$ cat src/rtl/eeprom_loader_cfg.svh
// Offsets, field positions, reset values and timing counts of the EEPROM loader
`ifndef EEPROM_LOADER_CFG_SVH
`define EEPROM_LOADER_CFG_SVH

// ****************************************************************
// Timing
// ****************************************************************
`define CFG_CLK_PERIOD_NS 20
`define CFG_SK_HALF_NS    80
`define CFG_SK_HALF_CYC   ((`CFG_SK_HALF_NS + `CFG_CLK_PERIOD_NS - 1) / `CFG_CLK_PERIOD_NS)

// ****************************************************************
// Serial command
// ****************************************************************
`define CFG_READ_CMD   3'h6
`define CFG_CMD_BITS   3
`define CFG_WORD_BITS  16

// ****************************************************************
// Byte map
// ****************************************************************
`define CFG_PTR_RESET  9'h000
`define CFG_DEF_LAST   9'h01B
`define CFG_ID_FIRST   9'h01C
`define CFG_ID_LAST    9'h024
`define CFG_RES_FIRST  9'h025
`define CFG_DEF_COUNT  28
`define CFG_ID_BYTES   9

// ****************************************************************
// Default byte indices and fields
// ****************************************************************
`define CFG_B_MODE     0
`define CFG_B_WA_BLO   1
`define CFG_B_WA_BHI   2
`define CFG_B_WA_CTL   3
`define CFG_B_WA_HLO   4
`define CFG_B_WA_HHI   5
`define CFG_B_WB_BLO   6
`define CFG_B_WB_BHI   7
`define CFG_B_ACT      27
`define CFG_MODE_BIT   0
`define CFG_SUB_LSB    1
`define CFG_WIDE_BIT   1
`define CFG_AEN_BIT    2
`define CFG_DMA_LSB    4
`define CFG_DMA_NONE   3'h4
`define CFG_DMA_BAD1   3'h1
`define CFG_DMA_BAD2   3'h2
`define CFG_ACT_BITS   4

`endif

$ cat src/rtl/eeprom_loader_pkg.sv
// Types shared by the EEPROM configuration loader
package eeprom_loader_pkg;

  typedef struct packed {
    logic        memMode;
    logic [1:0]  submode;
    logic [15:0] memorySelectWindowABase;
    logic [15:0] memorySelectWindowAHigh;
    logic        memorySelectWindowAWide;
    logic        memorySelectWindowAAen;
    logic [15:0] memorySelectWindowBBase;
    logic        dmaChannelASelectValid;
    logic        dmaChannelASelectNone;
    logic [2:0]  dmaChannelASelect;
  } cfg_decode_t;

  typedef enum logic [3:0] {
    RD_IDLE = 4'h1,
    RD_CMD  = 4'h2,
    RD_DATA = 4'h4,
    RD_GAP  = 4'h8
  } reader_state_t;

  typedef enum logic [4:0] {
    LD_BOOT   = 5'h01,
    LD_DECODE = 5'h02,
    LD_IDLE   = 5'h04,
    LD_IDFILL = 5'h08,
    LD_RESGET = 5'h10
  } loader_state_t;

endpackage

$ cat src/rtl/eeprom_word_reader.sv
// Four-wire serial EEPROM single-word read engine
`timescale 1ns/10ps
`include "eeprom_loader_cfg.svh"

module eeprom_word_reader #(
  parameter int ADDR_BITS = 8
) (
  // Clock and reset
  input  wire logic                 core_clk,
  input  wire logic                 sys_rst,
  // Request side
  input  wire logic                 start,
  input  wire logic [ADDR_BITS-1:0] wordAddr,
  output logic                      busy,
  output logic                      done,
  output logic [15:0]               wordData,
  // Serial pins
  output logic                      eeCs,
  output logic                      eeSk,
  output logic                      eeDi,
  input  wire logic                 eeDo
);

  localparam int CMD_BITS = `CFG_CMD_BITS + ADDR_BITS;
  localparam logic [7:0] HALF_LAST = 8'(`CFG_SK_HALF_CYC - 1);

  eeprom_loader_pkg::reader_state_t state_reg, state_next;
  logic [7:0]          div_reg, div_next;
  logic [4:0]          bit_reg, bit_next;
  logic [CMD_BITS-1:0] shift_reg, shift_next;
  logic [15:0]         data_reg, data_next;
  logic                cs_reg, cs_next, sk_reg, sk_next, di_reg, di_next, done_reg, done_next;
  logic                doMeta_reg, doSync_reg;
  logic                tick, falling;

  assign tick    = (div_reg == HALF_LAST);
  assign falling = tick && sk_reg;

  always_comb begin
    state_next = state_reg;
    div_next   = tick ? 8'h00 : div_reg + 8'h01;
    bit_next   = bit_reg;
    shift_next = shift_reg;
    data_next  = data_reg;
    cs_next    = cs_reg;
    sk_next    = tick ? ~sk_reg : sk_reg;
    di_next    = di_reg;
    done_next  = 1'b0;
    unique case (state_reg)
      eeprom_loader_pkg::RD_IDLE: begin
        div_next = 8'h00;
        sk_next  = 1'b0;
        if (start) begin
          shift_next = {`CFG_READ_CMD, wordAddr} << 1;
          di_next    = 1'b1;
          cs_next    = 1'b1;
          bit_next   = 5'h00;
          state_next = eeprom_loader_pkg::RD_CMD;
        end
      end
      eeprom_loader_pkg::RD_CMD: begin
        if (falling) begin
          if (bit_reg == 5'(CMD_BITS - 1)) begin
            di_next    = 1'b0;
            bit_next   = 5'h00;
            state_next = eeprom_loader_pkg::RD_DATA;
          end else begin
            di_next    = shift_reg[CMD_BITS-1];
            shift_next = shift_reg << 1;
            bit_next   = bit_reg + 5'h01;
          end
        end
      end
      eeprom_loader_pkg::RD_DATA: begin
        // Dummy zero already skipped; sample just before each falling edge
        if (falling) begin
          data_next = {data_reg[14:0], doSync_reg};
          bit_next  = bit_reg + 5'h01;
          if (bit_reg == 5'(`CFG_WORD_BITS - 1)) begin
            cs_next    = 1'b0;
            done_next  = 1'b1;
            state_next = eeprom_loader_pkg::RD_GAP;
          end
        end
      end
      eeprom_loader_pkg::RD_GAP: begin
        // Chip select must stay low a while before the next command
        sk_next = 1'b0;
        if (tick) begin
          state_next = eeprom_loader_pkg::RD_IDLE;
        end
      end
    endcase
  end

  always_ff @(posedge core_clk) begin
    doMeta_reg <= eeDo;
    doSync_reg <= doMeta_reg;
    if (sys_rst) begin
      state_reg <= eeprom_loader_pkg::RD_IDLE;
      div_reg   <= 8'h00;
      bit_reg   <= 5'h00;
      shift_reg <= '0;
      data_reg  <= 16'h0000;
      cs_reg    <= 1'b0;
      sk_reg    <= 1'b0;
      di_reg    <= 1'b0;
      done_reg  <= 1'b0;
    end else begin
      state_reg <= state_next;
      div_reg   <= div_next;
      bit_reg   <= bit_next;
      shift_reg <= shift_next;
      data_reg  <= data_next;
      cs_reg    <= cs_next;
      sk_reg    <= sk_next;
      di_reg    <= di_next;
      done_reg  <= done_next;
    end
  end

  assign busy     = (state_reg != eeprom_loader_pkg::RD_IDLE);
  assign done     = done_reg;
  assign wordData = data_reg;
  assign eeCs     = cs_reg;
  assign eeSk     = sk_reg;
  assign eeDi     = di_reg;

endmodule

$ cat src/rtl/serial_eeprom_config_loader.sv
// Serial EEPROM configuration loader: defaults, serial identifier, resource data
//
// Notes on behaviour
// - The EEPROM is read over four wires as 16-bit words; both the 128 and 256 word parts work.
// - Every word is stored bit-reversed, so each fetched word is reversed before use.
// - After reset the pointer starts at the first word and bytes 0x000 to 0x01B load the defaults.
// - Entering isolation reads bytes 0x1C to 0x24 into the identifier shift register.
// - The pointer then rests at 0x25 and configuration reads walk resource bytes in order.
// - A nonzero wake number matching this card's number sets the pointer back to 0x1C.
// - Default byte 0 bit 0 picks DMA or memory mode and bits 2:1 the submode.
// - In memory mode bytes 1, 2, 4 and 5 give window A base and upper address bits 23:8.
// - In memory mode byte 3 bit 1 gives window A width and bit 2 AEN participation.
// - In DMA mode byte 3 bits 6:4 select the DMA channel, code 100 none, 001 and 010 invalid.
// - In memory mode bytes 6 and 7 give window B base address bits 23:8.
// - A logical device is active at reset only if the activate pin is low and its bit is set.
`timescale 1ns/10ps
`include "eeprom_loader_cfg.svh"

module serial_eeprom_config_loader #(
  parameter int ADDR_BITS = 8
) (
  // Clock and reset
  input  wire logic                          core_clk,
  input  wire logic                          sys_rst,
  // Serial EEPROM pins
  output logic                               eeCs,
  output logic                               eeSk,
  output logic                               eeDi,
  input  wire logic                          eeDo,
  // Strap
  input  wire logic                          activate_at_reset_pin_n,
  // Card state events
  input  wire logic                          reloadReq,
  input  wire logic                          enterIsolation,
  input  wire logic                          wakeValid,
  input  wire logic [7:0]                    wakeCsn,
  input  wire logic [7:0]                    cardCsn,
  input  wire logic                          configState,
  // Resource data port
  input  wire logic                          resTake,
  output logic [7:0]                         resData,
  output logic                               resValid,
  // Loaded configuration
  output logic                               defaultsLoaded,
  output logic [8*`CFG_DEF_COUNT-1:0]        defaultRegs,
  output eeprom_loader_pkg::cfg_decode_t     cfgDecode,
  output logic [`CFG_ACT_BITS-1:0]           deviceActive,
  output logic [8*`CFG_ID_BYTES-1:0]         serialId,
  output logic                               idLoaded,
  output logic [ADDR_BITS:0]                 readPtr
);

  localparam int PTR_W = ADDR_BITS + 1;

  // ****************************************************************
  // Word reader and bit reversal
  // ****************************************************************
  logic                 rdStart, rdBusy, rdDone;
  logic [15:0]          rdWord, revWord;
  logic [ADDR_BITS-1:0] rdAddr;

  eeprom_word_reader #(
    .ADDR_BITS (ADDR_BITS)
  ) u_reader (
    .core_clk (core_clk),
    .sys_rst  (sys_rst),
    .start    (rdStart),
    .wordAddr (rdAddr),
    .busy     (rdBusy),
    .done     (rdDone),
    .wordData (rdWord),
    .eeCs     (eeCs),
    .eeSk     (eeSk),
    .eeDi     (eeDi),
    .eeDo     (eeDo)
  );

  genvar gi;
  generate
    for (gi = 0; gi < 16; gi++) begin : g_rev
      assign revWord[gi] = rdWord[15-gi];
    end
  endgenerate

  // ****************************************************************
  // One-word cache
  // ****************************************************************
  // Keeps the second byte of a word without a second serial read
  logic [15:0]          cacheWord_reg, cacheWord_next;
  logic [ADDR_BITS-1:0] cacheAddr_reg, cacheAddr_next, reqAddr_reg, reqAddr_next;
  logic                 cacheValid_reg, cacheValid_next;
  logic                 hit;
  logic [7:0]           curByte;

  always_comb begin
    cacheWord_next  = cacheWord_reg;
    cacheAddr_next  = cacheAddr_reg;
    cacheValid_next = cacheValid_reg;
    reqAddr_next    = rdStart ? rdAddr : reqAddr_reg;
    if (rdDone) begin
      cacheWord_next  = revWord;
      cacheAddr_next  = reqAddr_reg;
      cacheValid_next = 1'b1;
    end
  end

  always_ff @(posedge core_clk) begin
    if (sys_rst) begin
      cacheWord_reg  <= 16'h0000;
      cacheAddr_reg  <= '0;
      cacheValid_reg <= 1'b0;
      reqAddr_reg    <= '0;
    end else begin
      cacheWord_reg  <= cacheWord_next;
      cacheAddr_reg  <= cacheAddr_next;
      cacheValid_reg <= cacheValid_next;
      reqAddr_reg    <= reqAddr_next;
    end
  end

  // ****************************************************************
  // Strap synchroniser
  // ****************************************************************
  logic actMeta_reg, actSync_reg;

  always_ff @(posedge core_clk) begin
    actMeta_reg <= activate_at_reset_pin_n;
    actSync_reg <= actMeta_reg;
  end

  // ****************************************************************
  // Loader sequencer
  // ****************************************************************
  eeprom_loader_pkg::loader_state_t state_reg, state_next;
  eeprom_loader_pkg::cfg_decode_t   dec_reg, dec_next;
  logic [PTR_W-1:0]                 ptr_reg, ptr_next;
  logic [7:0]                       defBytes_reg [`CFG_DEF_COUNT];
  logic [7:0]                       defBytes_next [`CFG_DEF_COUNT];
  logic [8*`CFG_ID_BYTES-1:0]       id_reg, id_next;
  logic [7:0]                       res_reg, res_next;
  logic [`CFG_ACT_BITS-1:0]         act_reg, act_next;
  logic                             resValid_reg, resValid_next;
  logic                             loaded_reg, loaded_next, idOk_reg, idOk_next;
  logic                             fetching, consume, wakeMatch;
  logic [2:0]                       dmaCode;

  assign rdAddr    = ptr_reg[PTR_W-1:1];
  assign hit       = cacheValid_reg && (cacheAddr_reg == ptr_reg[PTR_W-1:1]);
  assign curByte   = ptr_reg[0] ? cacheWord_reg[15:8] : cacheWord_reg[7:0];
  assign fetching  = (state_reg == eeprom_loader_pkg::LD_BOOT)
                  || (state_reg == eeprom_loader_pkg::LD_IDFILL)
                  || (state_reg == eeprom_loader_pkg::LD_RESGET);
  assign consume   = fetching && hit;
  assign rdStart   = fetching && !hit && !rdBusy;
  assign wakeMatch = wakeValid && (wakeCsn != 8'h00) && (wakeCsn == cardCsn);
  assign dmaCode   = defBytes_reg[`CFG_B_WA_CTL][`CFG_DMA_LSB +: 3];

  always_comb begin
    state_next    = state_reg;
    ptr_next      = ptr_reg;
    defBytes_next = defBytes_reg;
    id_next       = id_reg;
    res_next      = res_reg;
    act_next      = act_reg;
    dec_next      = dec_reg;
    resValid_next = resValid_reg;
    loaded_next   = loaded_reg;
    idOk_next     = idOk_reg;
    if (resTake) begin
      resValid_next = 1'b0;
    end
    unique case (state_reg)
      eeprom_loader_pkg::LD_BOOT: begin
        if (consume) begin
          defBytes_next[ptr_reg[4:0]] = curByte;
          ptr_next = ptr_reg + PTR_W'(1);
          if (ptr_reg == PTR_W'(`CFG_DEF_LAST)) begin
            state_next = eeprom_loader_pkg::LD_DECODE;
          end
        end
      end
      eeprom_loader_pkg::LD_DECODE: begin
        dec_next = '0;
        dec_next.memMode = defBytes_reg[`CFG_B_MODE][`CFG_MODE_BIT];
        dec_next.submode = defBytes_reg[`CFG_B_MODE][`CFG_SUB_LSB +: 2];
        if (dec_next.memMode) begin
          dec_next.memorySelectWindowABase =
            {defBytes_reg[`CFG_B_WA_BHI], defBytes_reg[`CFG_B_WA_BLO]};
          dec_next.memorySelectWindowAHigh =
            {defBytes_reg[`CFG_B_WA_HHI], defBytes_reg[`CFG_B_WA_HLO]};
          dec_next.memorySelectWindowAWide =
            defBytes_reg[`CFG_B_WA_CTL][`CFG_WIDE_BIT];
          dec_next.memorySelectWindowAAen =
            defBytes_reg[`CFG_B_WA_CTL][`CFG_AEN_BIT];
          dec_next.memorySelectWindowBBase =
            {defBytes_reg[`CFG_B_WB_BHI], defBytes_reg[`CFG_B_WB_BLO]};
        end else begin
          // Channel number equals the code for every valid selection
          dec_next.dmaChannelASelectNone  = (dmaCode == `CFG_DMA_NONE);
          dec_next.dmaChannelASelectValid = (dmaCode != `CFG_DMA_NONE)
                                         && (dmaCode != `CFG_DMA_BAD1)
                                         && (dmaCode != `CFG_DMA_BAD2);
          dec_next.dmaChannelASelect      = dec_next.dmaChannelASelectValid ? dmaCode
                                                                            : 3'h0;
        end
        act_next = actSync_reg ? '0
                 : defBytes_reg[`CFG_B_ACT][`CFG_ACT_BITS-1:0];
        loaded_next = 1'b1;
        state_next  = eeprom_loader_pkg::LD_IDLE;
      end
      eeprom_loader_pkg::LD_IDFILL: begin
        if (consume) begin
          id_next  = {curByte, id_reg[8*`CFG_ID_BYTES-1:8]};
          ptr_next = ptr_reg + PTR_W'(1);
          if (ptr_reg == PTR_W'(`CFG_ID_LAST)) begin
            idOk_next  = 1'b1;
            state_next = eeprom_loader_pkg::LD_IDLE;
          end
        end
      end
      eeprom_loader_pkg::LD_RESGET: begin
        if (consume) begin
          res_next      = curByte;
          resValid_next = 1'b1;
          ptr_next      = ptr_reg + PTR_W'(1);
          state_next    = eeprom_loader_pkg::LD_IDLE;
        end
      end
      eeprom_loader_pkg::LD_IDLE: begin
        // In the configuration state, prefetch the next byte once the host has taken the last one
        if (configState && !resValid_next) begin
          state_next = eeprom_loader_pkg::LD_RESGET;
        end
      end
    endcase
    // Wake and isolation events, ignored while defaults are still loading; a reload request always acts
    if (loaded_reg) begin
      if (wakeMatch) begin
        ptr_next      = PTR_W'(`CFG_ID_FIRST);
        resValid_next = 1'b0;
        state_next    = eeprom_loader_pkg::LD_IDLE;
      end else if (enterIsolation) begin
        ptr_next      = PTR_W'(`CFG_ID_FIRST);
        idOk_next     = 1'b0;
        resValid_next = 1'b0;
        state_next    = eeprom_loader_pkg::LD_IDFILL;
      end
    end
    if (reloadReq) begin
      ptr_next      = PTR_W'(`CFG_PTR_RESET);
      loaded_next   = 1'b0;
      resValid_next = 1'b0;
      state_next    = eeprom_loader_pkg::LD_BOOT;
    end
  end

  always_ff @(posedge core_clk) begin
    if (sys_rst) begin
      state_reg    <= eeprom_loader_pkg::LD_BOOT;
      ptr_reg      <= PTR_W'(`CFG_PTR_RESET);
      defBytes_reg <= '{default: 8'h00};
      id_reg       <= '0;
      res_reg      <= 8'h00;
      act_reg      <= '0;
      dec_reg      <= '0;
      resValid_reg <= 1'b0;
      loaded_reg   <= 1'b0;
      idOk_reg     <= 1'b0;
    end else begin
      state_reg    <= state_next;
      ptr_reg      <= ptr_next;
      defBytes_reg <= defBytes_next;
      id_reg       <= id_next;
      res_reg      <= res_next;
      act_reg      <= act_next;
      dec_reg      <= dec_next;
      resValid_reg <= resValid_next;
      loaded_reg   <= loaded_next;
      idOk_reg     <= idOk_next;
    end
  end

  // ****************************************************************
  // Outputs
  // ****************************************************************
  generate
    for (gi = 0; gi < `CFG_DEF_COUNT; gi++) begin : g_def
      assign defaultRegs[8*gi +: 8] = defBytes_reg[gi];
    end
  endgenerate

  assign resData        = res_reg;
  assign resValid       = resValid_reg;
  assign defaultsLoaded = loaded_reg;
  assign cfgDecode      = dec_reg;
  assign deviceActive   = act_reg;
  assign serialId       = id_reg;
  assign idLoaded       = idOk_reg;
  assign readPtr        = ptr_reg;

endmodule

$ cat config.mk
export PLATFORM = sky130hd
export DESIGN_NAME = serial_eeprom_config_loader
export DESIGN_NICKNAME = d
export VERILOG_FILES = /design/src/rtl/eeprom_loader_pkg.sv /design/src/rtl/eeprom_word_reader.sv /design/src/rtl/serial_eeprom_config_loader.sv
export VERILOG_INCLUDE_DIRS = /design/src /design/src/rtl
export SDC_FILE = /design/constraint.sdc
export NUM_CORES = 1
export LEC_CHECK = 0
export BUFFER_PORTS_ARGS = -buffer_cell sky130_fd_sc_hd__buf_2
export CAP_MARGIN = 20
export CORE_ASPECT_RATIO = 1.1
export CORE_MARGIN = 2
export CORE_UTILIZATION = 30
export CTS_BUF_LIST = sky130_fd_sc_hd__clkbuf_16
export CTS_CLUSTER_SIZE = 20
export DETAILED_ROUTE_END_ITERATION = 16
export PLACE_DENSITY = 0.55
export SLEW_MARGIN = 20
export SYNTH_ARGS = -nofsm -noshare
export SYNTH_HDL_FRONTEND = slang
export SYNTH_SLANG_ARGS = --single-unit
$ cat constraint.sdc
create_clock -name core_clk -period 5.1 [get_ports core_clk]
set_input_delay 0.255 -clock core_clk [delete_from_list [all_inputs] [get_ports core_clk]]
set_output_delay 0.255 -clock core_clk [all_outputs]
set_load 0.03 [all_outputs]
==> results_dict.tcl <==
set metrics [dict create \
    route.detailed.wl_per_inst_um 19.2 \
    grt_pass1_wl_um 91200 \
    port_buffers 405 \
    finalHoldViolCount 0 \
    r2r_cells 6 \
    hold_path_depth 3 \
    overflow 0 \
    cts_tree "built" \
    synthToLayoutAreaGrowth_pct 23.3 \
    maxSlewHeadroom_pct 25.8 \
    vias 15800 \
    cp.required_ns 5.54 \
    ant_nets 0 \
    viasPerCell 5.00 \
    worstSetupPathType "register to register" \
    synth_warnings 0 \
    crit_slowest_cell "nor2_1" \
    nNetsFinal 2378 \
    worstReg2RegEnd "u_reader.wordData[14]" \
    period_minus_slack_ns 2.98 \
    finClkSkew_ns 0.0359 \
    drive_gt1_share_pct 23.2 \
    start_kind "register" \
    finalWorstSetupSlack_ns 2.12 \
    place_congestion 0.817 \
    root_buffer "clkbuf_16" \
    path_cells "ha_1 -> or4b_1 -> nor2_1 -> nand2_1 -> nand2_1 -> a21oi_1" \
    synth_top_area_share_pct 51.7 \
    die_area_um2 62300 \
    power_density_nw_per_um2 334 \
    clk_path_buf_depth 3 \
    yosysTopAreaCell "dfxtp_1" \
    crit_top_cell "nand2_1" \
    r2r-start "u_reader.div_reg[0]" \
    drtIter0Drc 917 \
    hold_path.startpoint "resTake" \
    first_global_vias 15200 \
    cp.arrival_ns 3.42 \
    grt_use_total_pct 18.6 \
    timing.fmax_mhz 335 \
    ys.flop_type "dfxtp_1" \
    avgSynthCellArea_um2 8.93 \
    clock_sinks 467 \
    clkSlewWorstSetupHoldPaths_ns 0.06 \
    fin_setup_tns_ns 0 \
    drc 0 \
    post_cts_resized 0 \
    hold_buffers 3 \
    status "completed" \
    cap_violations 0 \
    synth_edf_count 0 \
    crit_path_end_kind "register" \
    grt_max_degree 100 \
    layout_commonest_cell "dfxtp_1" \
    die_h_um 262 \
    slew_viol_final 0 \
    min_to "resValid" \
    insertedDiodeCount 0 \
    synthesis.nets 2059 \
    antenna_found_initial 0 \
    async_flop_share_pct 0 \
    synth_seq_cells 467 \
    dp_hpwl_um 40700 \
    hold_class "primary input to register" \
    fin_crit_sh_pct 58.5 \
    first_pass_iters 5 \
    worstPathMaxFanout 16 \
    die_x_um 238 \
    final_cell_mix "dfxtp_1, nand2_1, buf_2" \
    post_cts_buffers 0 \
    critPathMaxStageDelay_ns 0.75 \
    stdcell_count 3155 \
    regToRegSetupSlack_ns 2.12 \
    rsz0062_at_grt "false" \
    yosysUniqueCellTypes 65 \
    ir_drop_uv 213 \
    coreArea_um2 59700 \
    clk_latency_ns 0.61 \
    numCtsBuffers 51 \
    setup_violations 0 \
    synthCells 2026 \
    cts_htree_levels 2 \
    fillCellCount 6127 \
    synth_area_leaders "dfxtp_1, mux2i_1, nand2_1" \
    place_ws_ns 2.08 \
    power_leakage_uw 0.00987 \
    seq_area_frac_synth_pct 51.7 \
    largest_reg_flops 224 \
    num_rows 94 \
    pin_count 406 \
    start_util_pct 30.3 \
    tightest_slew_ns 1.11 \
    netlist_area_um2 18100 \
    routed_wl_um 60500 \
    dp.cells 3057 \
]
-- metal layers --
metal / track usage, % / up-vias / part of all wire [%]
met4: 5.35 / 0 / 2.5
met2: 31.0 / 512 / 47
met3: 5.43 / 84 / 7.6
met5: 0 / - / 0
li1: - / 7559 / -
met1: 23.4 / 7634 / 43
-- logic make-up after synthesis --
kind of cell	count (synthesis)	share of synthesized area, %
flops	467	51.7
fa+ha+maj	8	0.553
buf+inv	183	4.10
compound gates	364	11.0
mux	212	11.8
xor+xnor	28	1.60
simple gates	764	19.3
-- through the flow --
stage / total power, uW / util [%] / area, um2 / hold slack, ns
detailed placement: 3900 / 34.6 / 20700 / 0.317
floorplan: 3860 / - / 18100 / 0.283
finish: 7470 / 37.4 / 22300 / 0.0578
CTS: 7570 / 37.3 / 22300 / 0.0286
global placement: 3900 / 34.5 / 20600 / 0.314
global route: 7720 / 37.4 / 22300 / 0.0797
-- cell usage after synthesis, types with 4 or more instances --
library cell and count:
nand2_1 431, inv_1 21, buf_2 20, buf_1 11, nor2_1 79, nand3_1 136, xor2_1 5, and3_1 13
nand3b_1 8, xnor2_2 6, and4_1 4, nor3_1 7, dfxtp_1 467, ha_1 8, a31oi_1 4, mux2i_1 202
nor4_1 8, or2_2 5, o21ai_0 86, mux2_2 10, a21oi_1 229, clkbuf_1 126, or3_1 10, nand4_1 5
xnor2_1 17, o211ai_1 4, or4_1 6, nand2b_1 8, a221oi_1 8, nand3_2 21, o31ai_1 4, a2111oi_0 4
-- critical path, delay by kind of cell, from the launching register on --
| kind | cells | cell delay, ns |
|---|---|---|
| AND/OR/NAND/NOR | 4 | 2.14 |
| flip-flops | 1 | 0.36 |
| adder cells (fa/ha/maj) | 1 | 0.24 |
| AO/OA/AOI/OAI | 1 | 0.08 |
-- power by group --
| group | leakage [uW] | total [uW] | internal (uW) | switching, uW |
|---|---|---|---|---|
| combinational | 0.00526 | 152 | 39.5 | 113 |
| sequential | 0.00376 | 3670 | 3660 | 10.8 |
| clock | 0.000841 | 3640 | 2070 | 1570 |
-- how the worst max path moves through the flow --
| stage | cells after the start | endpoint | start | slack (ns) |
|---|---|---|---|---|
| floorplan | 9 | state_reg[1] | readPtr[0] | 2.51 |
| global placement | 6 | u_reader.wordData[5] | u_reader.div_reg[0] | 2.15 |
| detailed placement | 6 | u_reader.wordData[13] | u_reader.div_reg[0] | 2.08 |
| CTS | 6 | u_reader.wordData[2] | u_reader.div_reg[0] | 2.06 |
| global route | 6 | u_reader.wordData[14] | u_reader.div_reg[0] | 1.81 |
| finish | 6 | u_reader.wordData[14] | u_reader.div_reg[0] | 2.12 |
-- cell type report --
cell class                      instances  area (um2)  share of cell area, %
Tap cell                              768         961                   4.31
Timing Repair Buffer                  428        2240                   10.0
Clock buffer                           51        1280                   5.72
Clock inverter                         44         358                   1.60
Inverter                               21        83.8                  0.376
Sequential cell                       467        9350                   41.9
Multi-Input combinational cell       1376        8050                   36.1
No activity file was read; power rests on OpenSTA's default activity.
